### src/common/pm1_params.svh
// offsets, field positions and reset values for the power control register block
`ifndef PM1_PARAMS_SVH
`define PM1_PARAMS_SVH
`define CTL_OFFSET 2'h0
`define BIT_OS_SEL 0
`define BIT_BM_WAKE 1
`define BIT_GLR 2
`define BIT_STYPE_LO 10
`define BIT_STYPE_HI 12
`define BIT_SLEEP 13
`define CTL_RESET 16'h0000
`define CTL_RW_MASK 16'h1C03
`endif

### src/common/pm1_pkg.sv
// types for the power control register block
package pm1_pkg;
    typedef logic [2:0] sleep_type_t;
    typedef struct packed {
        logic rd;
        logic wr;
        logic [1:0] addr;
        logic [1:0] be;
        logic [15:0] wdata;
    } io_req_s;
    typedef struct packed {
        logic sleep_start;
        sleep_type_t sleep_type;
    } sleep_cmd_s;
    typedef enum logic [0:0] {
        ST_AWAKE = 1'b0,
        ST_ASLEEP = 1'b1
    } power_state_e;
endpackage

### src/verilog/pm1_sleep_control.sv
// power control register block: interrupt routing, c3 wake, global release, sleep trigger
// Summary of operation
// bits keep same position in either block
// bits owned elsewhere read zero, ignore writes
// block decodes at 32-bit aligned base
// byte and word accesses accepted
// resets to zero, writable bits read back
// bit 0 routes events to os or firmware
// os software preserves routing bit on writes
// bit 1 lets bus master wake c3
// bit 2 write-only, raises firmware event
// firmware status gated by firmware enable
// os writes release after freeing global lock
// bits 10-12 hold sleep type
// software programs each block's sleep type
// bit 13 write-only, reads zero
// sleep trigger starts hardware sleep sequence
// bits 14 and 15 read zero
// software ignores unsupported feature bits
// enabled wake while asleep sets wake status
// bits 3-9 read zero, writes ignored
// writing zero to pulse bits does nothing
`timescale 1ns/1ns
`default_nettype none
`include "pm1_params.svh"
module pm1_sleep_control
    import pm1_pkg::*;
#(
    parameter logic [15:0] IMPL_MASK = 16'h3C07
)
(
    input wire logic ref_clk,
    input wire logic rst_n,
    input wire logic clk_en,
    input wire io_req_s io_req,
    input wire logic pm_event,
    input wire logic busmaster_req,
    input wire logic cpu_in_c3,
    input wire logic wake_event,
    input wire logic firmware_event_enable,
    input wire logic firmware_status_clear,
    input wire logic wake_status_clear,
    output logic [15:0] io_rdata,
    output logic os_control_interrupt,
    output logic firmware_mgmt_interrupt,
    output logic c3_exit,
    output logic firmware_event_status,
    output logic wake_status,
    output sleep_cmd_s sleep_cmd,
    output logic asleep
);
    logic [2:0] pin_raw;
    logic [2:0] pin_sync;
    logic [15:0] ctl_r, ctl_nxt;
    logic [15:0] rdata_r, rdata_nxt;
    logic sci_r, sci_nxt;
    logic smi_r, smi_nxt;
    logic c3x_r, c3x_nxt;
    logic fws_r, fws_nxt;
    logic wks_r, wks_nxt;
    logic asleep_r, asleep_nxt;
    sleep_cmd_s cmd_r, cmd_nxt;
    power_state_e st_r, st_nxt;
    logic [15:0] wmask;
    logic [15:0] wbits;
    logic wr_hit;
    logic ev_pm, ev_bm, ev_wake;

    // byte lanes to bit mask
    function automatic logic [15:0] lane_mask(input logic [1:0] be);
        lane_mask = {{8{be[1]}}, {8{be[0]}}};
    endfunction

    // address decode shared by reads and writes
    function automatic logic addr_hit(input logic [1:0] addr);
        addr_hit = (addr == `CTL_OFFSET);
    endfunction

    // external event pins pass two flops
    assign pin_raw = {wake_event, busmaster_req, pm_event};

    genvar g;
    generate
        for (g = 0; g < 3; g++)
        begin : g_sync
            logic s1_r;
            logic s2_r;
            always_ff @(posedge ref_clk)
            begin
                if (!rst_n)
                begin
                    s1_r <= 1'b0;
                    s2_r <= 1'b0;
                end
                else if (clk_en)
                begin
                    s1_r <= pin_raw[g];
                    s2_r <= s1_r;
                end
            end
            assign pin_sync[g] = s2_r;
        end
    endgenerate

    // register group: control storage and read data
    always_comb
    begin
        wr_hit = io_req.wr && addr_hit(io_req.addr);
        wmask = lane_mask(io_req.be) & IMPL_MASK;
        wbits = io_req.wdata & wmask;
        ctl_nxt = ctl_r;
        if (wr_hit)
        begin
            // storage only for writable bits; reserved stay zero
            ctl_nxt = (ctl_r & ~(wmask & `CTL_RW_MASK)) | (wbits & `CTL_RW_MASK);
        end
        rdata_nxt = rdata_r;
        if (io_req.rd)
        begin
            // pulse bits and 14-15 never read back
            rdata_nxt = addr_hit(io_req.addr) ? (ctl_r & `CTL_RW_MASK & IMPL_MASK)
                : 16'h0000;
        end
    end

    always_ff @(posedge ref_clk)
    begin
        if (!rst_n)
        begin
            ctl_r <= `CTL_RESET;
            rdata_r <= 16'h0000;
        end
        else if (clk_en)
        begin
            ctl_r <= ctl_nxt;
            rdata_r <= rdata_nxt;
        end
    end

    // event group: interrupt routing, c3 wake and firmware status
    always_comb
    begin
        ev_pm = pin_sync[0];
        ev_bm = pin_sync[1];
        sci_nxt = ev_pm && ctl_r[`BIT_OS_SEL];
        c3x_nxt = ev_bm && cpu_in_c3 && ctl_r[`BIT_BM_WAKE];
        fws_nxt = fws_r;
        if (firmware_status_clear)
        begin
            fws_nxt = 1'b0;
        end
        // a release write in the clear cycle still sets the flag
        if (wr_hit && wbits[`BIT_GLR])
        begin
            fws_nxt = 1'b1;
        end
        smi_nxt = (ev_pm && !ctl_r[`BIT_OS_SEL])
            || (fws_r && firmware_event_enable);
    end

    always_ff @(posedge ref_clk)
    begin
        if (!rst_n)
        begin
            sci_r <= 1'b0;
            smi_r <= 1'b0;
            c3x_r <= 1'b0;
            fws_r <= 1'b0;
        end
        else if (clk_en)
        begin
            sci_r <= sci_nxt;
            smi_r <= smi_nxt;
            c3x_r <= c3x_nxt;
            fws_r <= fws_nxt;
        end
    end

    // sleep group: trigger pulse, sleep state and wake status
    always_comb
    begin
        ev_wake = pin_sync[2];
        cmd_nxt.sleep_start = wr_hit && wbits[`BIT_SLEEP];
        cmd_nxt.sleep_type = wr_hit ? ctl_nxt[`BIT_STYPE_HI:`BIT_STYPE_LO]
            : ctl_r[`BIT_STYPE_HI:`BIT_STYPE_LO];
        st_nxt = st_r;
        wks_nxt = wks_r;
        if (wake_status_clear)
        begin
            wks_nxt = 1'b0;
        end
        case (st_r)
            ST_AWAKE:
            begin
                if (cmd_nxt.sleep_start)
                begin
                    st_nxt = ST_ASLEEP;
                end
            end
            ST_ASLEEP:
            begin
                if (ev_wake)
                begin
                    wks_nxt = 1'b1;
                    st_nxt = ST_AWAKE;
                end
            end
            default:
            begin
                st_nxt = ST_AWAKE;
            end
        endcase
        asleep_nxt = (st_nxt == ST_ASLEEP);
    end

    always_ff @(posedge ref_clk)
    begin
        if (!rst_n)
        begin
            wks_r <= 1'b0;
            cmd_r <= '0;
            st_r <= ST_AWAKE;
            asleep_r <= 1'b0;
        end
        else if (clk_en)
        begin
            wks_r <= wks_nxt;
            cmd_r <= cmd_nxt;
            st_r <= st_nxt;
            asleep_r <= asleep_nxt;
        end
    end

    assign io_rdata = rdata_r;
    assign os_control_interrupt = sci_r;
    assign firmware_mgmt_interrupt = smi_r;
    assign c3_exit = c3x_r;
    assign firmware_event_status = fws_r;
    assign wake_status = wks_r;
    assign sleep_cmd = cmd_r;
    assign asleep = asleep_r;
endmodule
`default_nettype wire
### config.mk
export PLATFORM = sky130hd
export DESIGN_NAME = pm1_sleep_control
export DESIGN_NICKNAME = d
export VERILOG_FILES = /design/src/common/pm1_pkg.sv /design/src/verilog/pm1_sleep_control.sv
export VERILOG_INCLUDE_DIRS = /design/src /design/src/common
export SDC_FILE = /design/constraint.sdc
export NUM_CORES = 1
export LEC_CHECK = 0
export BUFFER_PORTS_ARGS = -buffer_cell sky130_fd_sc_hd__buf_2
export CAP_MARGIN = 10
export CORE_AREA = 3 3 56 53
export DETAILED_ROUTE_END_ITERATION = 10
export DIE_AREA = 0 0 59 56
export GPL_TIMING_DRIVEN = 0
export HOLD_SLACK_MARGIN = 0.08
export PLACE_DENSITY_LB_ADDON = 0.05
export SLEW_MARGIN = 15
export SYNTH_ARGS = -nofsm -noshare
export SYNTH_HDL_FRONTEND = slang
export SYNTH_SLANG_ARGS = --single-unit
### constraint.sdc
create_clock -name ref_clk -period 0.95 [get_ports ref_clk]
set_input_delay 0.285 -clock ref_clk [delete_from_list [all_inputs] [get_ports ref_clk]]
set_output_delay 0.285 -clock ref_clk [all_outputs]
set_load 0.005 [all_outputs]
==> flow_metrics.py, run 1 <==
metrics = {
    "worst_setup_path": {
        "critPathBufInv": 1,
        "worstPathMaxFanout": 2,
        "cp.depth": 1,
        "cp_top_family": "flip-flops",
        "ff2ff_path_depth": 4,
        "r2r-end": "io_rdata[10]",
        "crit_chain": "buf_2",
        "reg2reg_slack_ns": 0.05,
        "endpoint": "firmware_mgmt_interrupt",
        "cpPeakStageDelay_ns": 0.34,
        "startpoint_type": "flop",
        "critPathLaunch": "firmware_mgmt_interrupt",
        "required_ns": 0.66,
        "critical_path_class": "reg2out",
        "worst_ep_arrival_time_ns": 0.77,
        "cp-end-kind": "output port",
        "cp_slowest_cell": "dfxtp_2",
    },
    "synthesis": {
        "ys_ff_latch": 23,
        "ys_seq_area_frac": 0.4477,
        "synth_top_area_share": 0.4477,
        "yosys-top-cells-count": "dfxtp_1, nand2_1, buf_4, nor2_1, mux2i_1",
        "yosysMostFrequentCell": "dfxtp_1",
        "synth_area_leaders": "dfxtp_1, mux2i_1, buf_4, nand2_1, nor2_1",
        "synth_area_sq_um": 1028,
        "synth-edff-count": 0,
        "synth-main-ff-cell": "dfxtp_1",
        "syn_inst": 109,
        "yosysWarnings": 0,
        "synth_area_leader_cell": "dfxtp_1",
        "avgSynthCellArea_sq_um": 9.436,
        "yosysUniqueCellTypes": 25,
        "ys_async_sr_fraction": 0,
    },
    "placement": {
        "io_buffer_count": 36,
        "dpl.hpwl_mm": 1.713,
        "gp_congestion": 0.7016,
        "preCtsSetupSlack_ns": -0.1349,
        "placed_area_sq_um": 1281,
        "dpl.cell_count": 183,
    },
    "outcome": {
        "failed_checks": "negative setup slack",
        "status": "complete, but fails checks",
    },
    "grt": {
        "grt-ovfl-total": 0,
        "grt_pass1_wl_mm": 3.760,
        "antenna_found_initial": 0,
        "grt_use_total": 0.1459,
        "grt_max_degree": 14,
        "grt_pass1_vias": 827,
    },
    "clocking": {
        "clk_path_buf_depth": 2,
        "clock_latency_ns": 0.31,
        "cts_inserted_buffers": 3,
        "tritoncts": "done",
        "clk_pin_slew_ns": 0.12,
        "cts_max_level": 1,
        "cts-root-buf": "clkbuf_4",
        "hold_buffers": 0,
        "cts_sinks": 23,
    },
    "power_and_ir_drop": {
        "power_frac_clock": 0.267,
        "p_leak_nw": 0.6920,
        "power_density_nw_per_um2": 1194,
        "p_int_mw": 1.254,
        "p_comb_frac": 0.130,
        "peakVddDrop_mv": 0.9575,
        "total_power_mw": 1.649,
        "switching_share": 0.2397,
        "pwr-share-seq": 0.603,
        "switchingPower_mw": 0.3953,
    },
    "sta": {
        "fin_worst_skew_ns": 0.002969,
        "hold_viol": 0,
        "finalCriticalPeriod_ns": 1.052,
        "layout_setup_ws_ns": -0.1020,
        "setup_tns_ns": -1.407,
        "timing.final.max_slew_violations": 0,
        "fin_crit_sh": 1.107,
        "grt_setup_unrepaired": "yes",
        "setup_viol": 15,
        "max_clock_freq_mhz": 950.6,
        "holdWs_ns": 0.1959,
    },
    "route": {
        "routed_wl_mm": 2.217,
        "ant_nets": 0,
        "drt-pass1-iter-count": 4,
        "route.detailed.drc": 0,
        "vias": 871,
        "wl_per_cell_um": 11.67,
        "viasPerCell": 4.584,
        "drt_iter0_markers": 21,
    },
    "layout": {
        "nNetsFinal": 195,
        "fill_cells": 230,
        "register_area_sq_um": 479.2,
        "final_util": 0.5697,
        "multiInputGateArea_sq_um": 459.2,
        "instances_no_fill": 190,
        "drive_above_1_share": 0.5123,
        "design_area_sq_um": 1381,
        "diodes": 0,
        "areaGrowthSynthToFinish_pct": 34.31,
    },
    "floorplan": {
        "start_util": 0.4241,
        "die_w_um": 59,
        "die-area_sq_um": 3304,
        "io_pins": 58,
        "rows": 17,
        "core_sq_um": 2425,
        "die_y_um": 56,
    },
    "hold_path": {
        "min_from": "io_req[2]",
        "hp-class": "in2reg",
    },
    "run": {
        "cap_violations": 0,
    },
}
-- repair_timing --
item                                    4_1_cts  5_1_grt
endpoints found under the setup margin       15       15
pin swaps                                     0        0
gates resized for setup                      18        2
setup buffers                                 5        1
hold endpoints to repair                      0        0
-- power groups by stage --
stage	registers [mW]	logic [mW]	clock network, mW
finish	0.994	0.215	0.440
global route	0.997	0.245	0.509
CTS	0.994	0.213	0.470
detailed placement	1.02	0.208	0
global placement	1.02	0.206	0
floorplan	1.01	0.135	0
-- kinds of logic after synthesis --
family          share of synthesized area
flops                              0.4477
other cells                      0.003646
mux                                0.1071
compound gates                    0.08152
simple gates                       0.2178
buf+inv                            0.1423
-- cell usage in the layout (no fill, tap or decap), types with 2 or more instances in the layout --
master and count:
a21oi_1 2, a22oi_1 5, buf_2 34, buf_4 17
buf_6 7, clkbuf_4 3, conb_1 11, dfxtp_1 8
dfxtp_2 15, mux2i_1 11, nand2_1 15, nand2b_1 3
nand3_1 2, nand3b_1 2, nor2_1 13, o21ai_0 2
-- how the worst min path moves through the flow --
| stage | cells after the start | slack [ns] | endpoint |
|---|---|---|---|
| final | 2 | 0.20 | firmware_event_status |
| after detailed placement | 2 | 0.46 | c3_exit |
| after global placement | 2 | 0.46 | c3_exit |
| after CTS | 2 | 0.18 | firmware_event_status |
| after global routing | 3 | 0.20 | flop |
| after floorplan | 1 | 0.42 | firmware_event_status |
-- cell type report --
class | count | share of cell area
Buffer | 16 | 0.08696
Clock inverter | 1 | 0.003623
Sequential cell | 23 | 0.3469
Clock buffer | 3 | 0.01630
Inverter | 1 | 0.002717
Tap cell | 28 | 0.02536
Timing Repair Buffer | 42 | 0.1857
Multi-Input combinational cell | 76 | 0.3324
-- metal layers --
metal / global-route usage / share of wire / vias up
met5: 0 / 0 / -
met4: 0.02913 / 0.0059 / 0
met3: 0.05568 / 0.087 / 2
met2: 0.2397 / 0.48 / 28
met1: 0.1794 / 0.43 / 390
li1: - / - / 451
(Power assumes the default switching activity.)
==> run 2: changes to the inputs <==
PLACE_DENSITY_LB_ADDON = 0.2   (was 0.05)
==> run 2 against run 1 <==
Compared with the run above: the flow still finishes with violations (negative setup slack); cell count unchanged; die area unchanged; highest routed layer unchanged; final area decreased by 0.27%; count of clock-buffer cells in the layout is the same; sequential share of layout area is 0.094 points higher; clock power up 4%.
==> flow_metrics.py, run 2 (synthesized netlist as in run 1, its figures left out) <==
metrics = {
    "sta": {
        "layout_setup_ws_ns": -0.1072,
        "hold_viol": 0,
        "timing.final.max_slew_violations": 0,
        "setup_viol": 15,
        "holdWs_ns": 0.1864,
        "fin_worst_skew_ns": 0.001830,
        "max_clock_freq_mhz": 945.9,
        "fin_crit_sh": 1.113,
        "finalCriticalPeriod_ns": 1.057,
        "grt_setup_unrepaired": "yes",
    },
    "floorplan": {
        "die_w_um": 59,
        "start_util": 0.4241,
        "core_sq_um": 2425,
        "die_y_um": 56,
        "die-area_sq_um": 3304,
        "rows": 17,
        "io_pins": 58,
    },
    "worst_setup_path": {
        "cp_slowest_cell": "dfxtp_2",
        "critPathBufInv": 1,
        "cp-end-kind": "output port",
        "r2r-end": "firmware_event_status",
        "worst_ep_arrival_time_ns": 0.77,
        "worstPathMaxFanout": 2,
        "cpPeakStageDelay_ns": 0.34,
        "ff2ff_path_depth": 3,
        "startpoint_type": "flop",
        "reg2reg_slack_ns": 0.09,
        "required_ns": 0.66,
        "crit_chain": "buf_2",
        "cp_top_family": "flip-flops",
        "rr_startpoint": "firmware_event_status",
        "critical_path_class": "reg2out",
    },
    "hold_path": {
        "hold_depth": 2,
        "min_to": "firmware_event_status",
        "min_from": "io_req[2]",
        "hp-class": "in2reg",
    },
    "layout": {
        "nNetsFinal": 195,
        "drive_above_1_share": 0.5123,
        "layout_commonest_cell": "buf_2",
        "areaGrowthSynthToFinish_pct": 33.94,
        "instances_no_fill": 190,
        "design_area_sq_um": 1378,
        "final_cell_mix": "buf_2, buf_4, nand2_1, dfxtp_2, nor2_1",
        "diodes": 0,
    },
    "clocking": {
        "tritoncts": "done",
        "cts_sinks": 23,
        "clk_path_buf_depth": 2,
        "cts_inserted_buffers": 3,
        "cts_max_level": 1,
        "hold_buffers": 0,
        "cts-root-buf": "clkbuf_4",
        "clk_pin_slew_ns": 0.13,
        "clock_latency_ns": 0.31,
    },
    "grt": {
        "grt_max_degree": 15,
        "antenna_found_initial": 0,
        "grt_use_total": 0.1395,
        "grt-ovfl-total": 0,
        "grt_pass1_vias": 859,
        "grt_pass1_wl_mm": 3.629,
    },
    "power_and_ir_drop": {
        "peakVddDrop_mv": 0.9930,
        "p_leak_nw": 0.6877,
        "power_density_nw_per_um2": 1210,
    },
    "route": {
        "route.detailed.drc": 0,
        "drt-pass1-iter-count": 4,
        "vias": 875,
        "drt_iter0_markers": 22,
        "wl_per_cell_um": 11.67,
        "viasPerCell": 4.605,
        "routed_wl_mm": 2.218,
        "ant_nets": 0,
    },
    "placement": {
        "dpl.cell_count": 183,
        "gp_congestion": 0.7131,
        "placed_area_sq_um": 1281,
        "io_buffer_count": 36,
    },
    "outcome": {
        "failed_checks": "negative setup slack",
        "status": "complete, but fails checks",
    },
    "run": {
        "cap_violations": 0,
    },
}
[run 2: changes by cell type in the layout (fill, tap and decap cells not counted)]
| cell | change |
|---|---|
| buf_6 | -1 |
| clkinvlp_4 | +1 |
| buf_2 | +1 |
| clkinv_2 | -1 |
[run 2: worst max-delay path by stage]
stage	start	slack (ns)	end	cells past startpoint
after floorplan	clk_en	0.07	firmware_event_status	4
after global placement	clk_en	-0.12	io_rdata[1]	5
after detailed placement	clk_en	-0.14	io_rdata[10]	5
after CTS	io_rdata[0]	-0.13	io_rdata[0]	1
after global routing	io_rdata[0]	-0.15	io_rdata[0]	1
final	io_rdata[12]	-0.11	io_rdata[12]	1
[run 2: metal layers]
metal	up-vias	track usage	wire, um
met5	-	0	0
met2	27	0.2461	1126
met1	392	0.1613	917
li1	454	-	-
met4	0	0.02913	17
met3	2	0.04408	157
[run 2: where the power goes]
| part | switching, mW | internal [mW] | total (mW) | leakage, nW |
|---|---|---|---|---|
| combinational | 0.103 | 0.112 | 0.216 | 0.480 |
| sequential | 0.0103 | 0.983 | 0.994 | 0.194 |
| clock | 0.297 | 0.161 | 0.458 | 0.0139 |
[run 2: layout make-up]
class / count / area, sq um
buffer: 16 / 120.1
clock buffer: 3 / 22.52
clock inverter: 1 / 7.507
fill: 232 / 1047
inverter: 1 / 3.754
multi-input combinational: 76 / 459.2
sequential: 23 / 479.2
tap: 28 / 35.03
timing repair buffer: 42 / 250.2
[run 2: repair_timing]
item | in CTS | in global routing
resized for setup | 18 | 1
buffers inserted | 6 | 0
setup endpoints to repair | 15 | 15
[run 2: metrics by stage]
step	setup slack (ns)	setup TNS (ns)	power (mW)	utilization
after CTS	-0.1271	-1.726	1.686	0.5655
after global placement	-0.1245	-1.731	1.223	0.5284
after floorplan	0.06697	0	1.148	-
final	-0.1072	-1.518	1.667	0.5681
after global routing	-0.1493	-2.034	1.746	0.5681
after detailed placement	-0.1392	-1.948	1.226	0.5284
==> run 3: changes to the inputs <==
--- a/constraint.sdc
+++ b/constraint.sdc
@@ -3,2 +3,2 @@
 set_output_delay 0.285 -clock ref_clk [all_outputs]
-set_load 0.005 [all_outputs]
+set_load 0.1 [all_outputs]
==> run 3 against run 2 <==
Compared with the run above: the run still ends with negative setup slack left; count of clock-buffer cells in the layout up 1; cell count down 0.53%; sequential share of layout area down 3.3 points; power up 11%; clock skew up 0.0024 ns; critical path depth unchanged; register-to-register slack better by 0.02 ns; final area up 15%; largest power group unchanged.
==> flow_metrics.py, run 3 (synthesized netlist as in run 1, its figures left out) <==
metrics = {
    "floorplan": {
        "start_util": 0.4241,
        "die_y_um": 56,
        "die-area_sq_um": 3304,
        "core_sq_um": 2425,
        "io_pins": 58,
        "die_w_um": 59,
        "rows": 17,
    },
    "clocking": {
        "clock_latency_ns": 0.30,
        "clk_path_buf_depth": 2,
        "tritoncts": "done",
        "cts_max_level": 1,
        "cts_inserted_buffers": 3,
        "cts_sinks": 23,
        "cts-root-buf": "clkbuf_4",
        "clk_pin_slew_ns": 0.12,
    },
    "layout": {
        "areaGrowthSynthToFinish_pct": 54.26,
        "nNetsFinal": 194,
        "multiInputGateArea_sq_um": 459.2,
        "instances_no_fill": 189,
        "diodes": 0,
        "design_area_sq_um": 1587,
        "drive_above_1_share": 0.5031,
        "fill_cells": 210,
        "register_area_sq_um": 499.2,
        "layout_commonest_cell": "buf_2",
        "final_cell_mix": "buf_2, buf_4, nand2_1, buf_12, nor2_1",
    },
    "power_and_ir_drop": {
        "peakVddDrop_mv": 0.8669,
        "total_power_mw": 1.855,
        "p_comb_frac": 0.244,
        "power_density_nw_per_um2": 1169,
        "switchingPower_mw": 0.5977,
        "power_frac_clock": 0.230,
        "pwr-share-seq": 0.526,
        "switching_share": 0.3223,
        "p_int_mw": 1.257,
        "p_leak_nw": 0.7224,
    },
    "grt": {
        "grt_use_total": 0.1505,
        "grt_pass1_vias": 842,
        "use_met1": 0.2000,
        "grtUsageMet2": 0.2256,
        "grt_max_degree": 13,
        "antenna_found_initial": 0,
        "grt-ovfl-total": 0,
        "use_met3": 0.04408,
        "globalRoute.busiestLayer": "met2",
        "grt_pass1_wl_mm": 3.843,
    },
    "sta": {
        "timing.final.max_slew_violations": 0,
        "holdWs_ns": 0.2060,
        "finalCriticalPeriod_ns": 1.145,
        "max_clock_freq_mhz": 873.4,
        "layout_setup_ws_ns": -0.1950,
        "fin_crit_sh": 1.205,
        "setup_tns_ns": -2.725,
        "fin_worst_skew_ns": 0.004188,
        "hold_viol": 0,
        "grt_setup_unrepaired": "yes",
        "setup_viol": 15,
    },
    "outcome": {
        "failed_checks": "negative setup slack",
        "status": "complete, but fails checks",
    },
    "worst_setup_path": {
        "cpPeakStageDelay_ns": 0.38,
        "crit_chain": "buf_12",
        "critical_path_class": "reg2out",
        "worst_ep_arrival_time_ns": 0.86,
        "critPathBufInv": 1,
        "worstPathMaxFanout": 2,
        "required_ns": 0.66,
        "cp_slowest_cell": "dfxtp_2",
        "cp-end-kind": "output port",
        "cp_top_family": "flip-flops",
        "startpoint_type": "flop",
    },
    "placement": {
        "io_buffer_count": 36,
        "placed_area_sq_um": 1314,
        "dpl.hpwl_mm": 1.708,
        "gp_congestion": 0.7403,
        "dpl.cell_count": 183,
    },
    "route": {
        "drt_iter0_markers": 11,
        "viasPerCell": 4.577,
        "routed_wl_mm": 2.241,
        "vias": 865,
        "route.detailed.drc": 0,
        "ant_nets": 0,
        "wl_per_cell_um": 11.86,
        "drt-pass1-iter-count": 4,
    },
    "run": {
        "cap_violations": 0,
    },
    "hold_path": {
        "hp-class": "in2reg",
    },
}
[run 3: cell types whose count changed in the layout (fill, tap and decap cells not counted)]
cell        previous run  this run
clkinvlp_4             1         0
dfxtp_4                0         8
clkbuf_1               0         1
dfxtp_2               15         7
buf_6                  6         2
buf_12                 0        15
buf_2                 35        24
buf_4                 17        16
[run 3: final cells by class]
class,instances,share of cell area
Buffer,16,0.07571
Tap cell,28,0.02208
Sequential cell,23,0.3147
Timing Repair Buffer,41,0.2792
Inverter,1,0.002366
Multi-Input combinational cell,76,0.2894
Clock buffer,4,0.01656
[run 3: path summary, 6_finish.rpt]
check	start	to	slack [ns]	depth (start not counted)
worst max register to register	st_r	st_r	0.11	3
worst min register to register	flop	flop	0.50	2
worst min-delay path	io_req[11]	flop	0.21	3
worst max-delay path	flop	sleep_cmd[0]	-0.20	1
[run 3: power by group through the flow]
stage | clock network [mW] | logic [mW] | registers, mW
floorplan | 0 | 0.327 | 1.02
global placement | 0 | 0.427 | 0.997
detailed placement | 0 | 0.431 | 0.997
CTS | 0.460 | 0.449 | 0.976
global route | 0.517 | 0.477 | 0.979
finish | 0.427 | 0.453 | 0.975
[run 3: per-stage QoR]
stage / util / setup slack (ns)
2_1_floorplan: - / -0.07502
5_1_grt: 0.6543 / -0.2434
6_report: 0.6543 / -0.1950
3_5_place_dp: 0.5418 / -0.1968
4_1_cts: 0.6481 / -0.2128
3_3_place_gp: 0.5418 / -0.2003
[run 3: metal layers]
| metal | vias up | part of all wire |
|---|---|---|
| met5 | - | 0 |
| met4 | 0 | 0.016 |
| met3 | 4 | 0.099 |
| met2 | 38 | 0.45 |
| met1 | 375 | 0.43 |
| li1 | 448 | - |
[run 3: timing repair]
item,CTS,global route
gates cloned,0,0
endpoints found under the hold margin,0,0
setup endpoints to repair,15,15
pin swaps,0,0
hold buffers,0,0
setup buffers,3,2
gates resized for setup,64,0
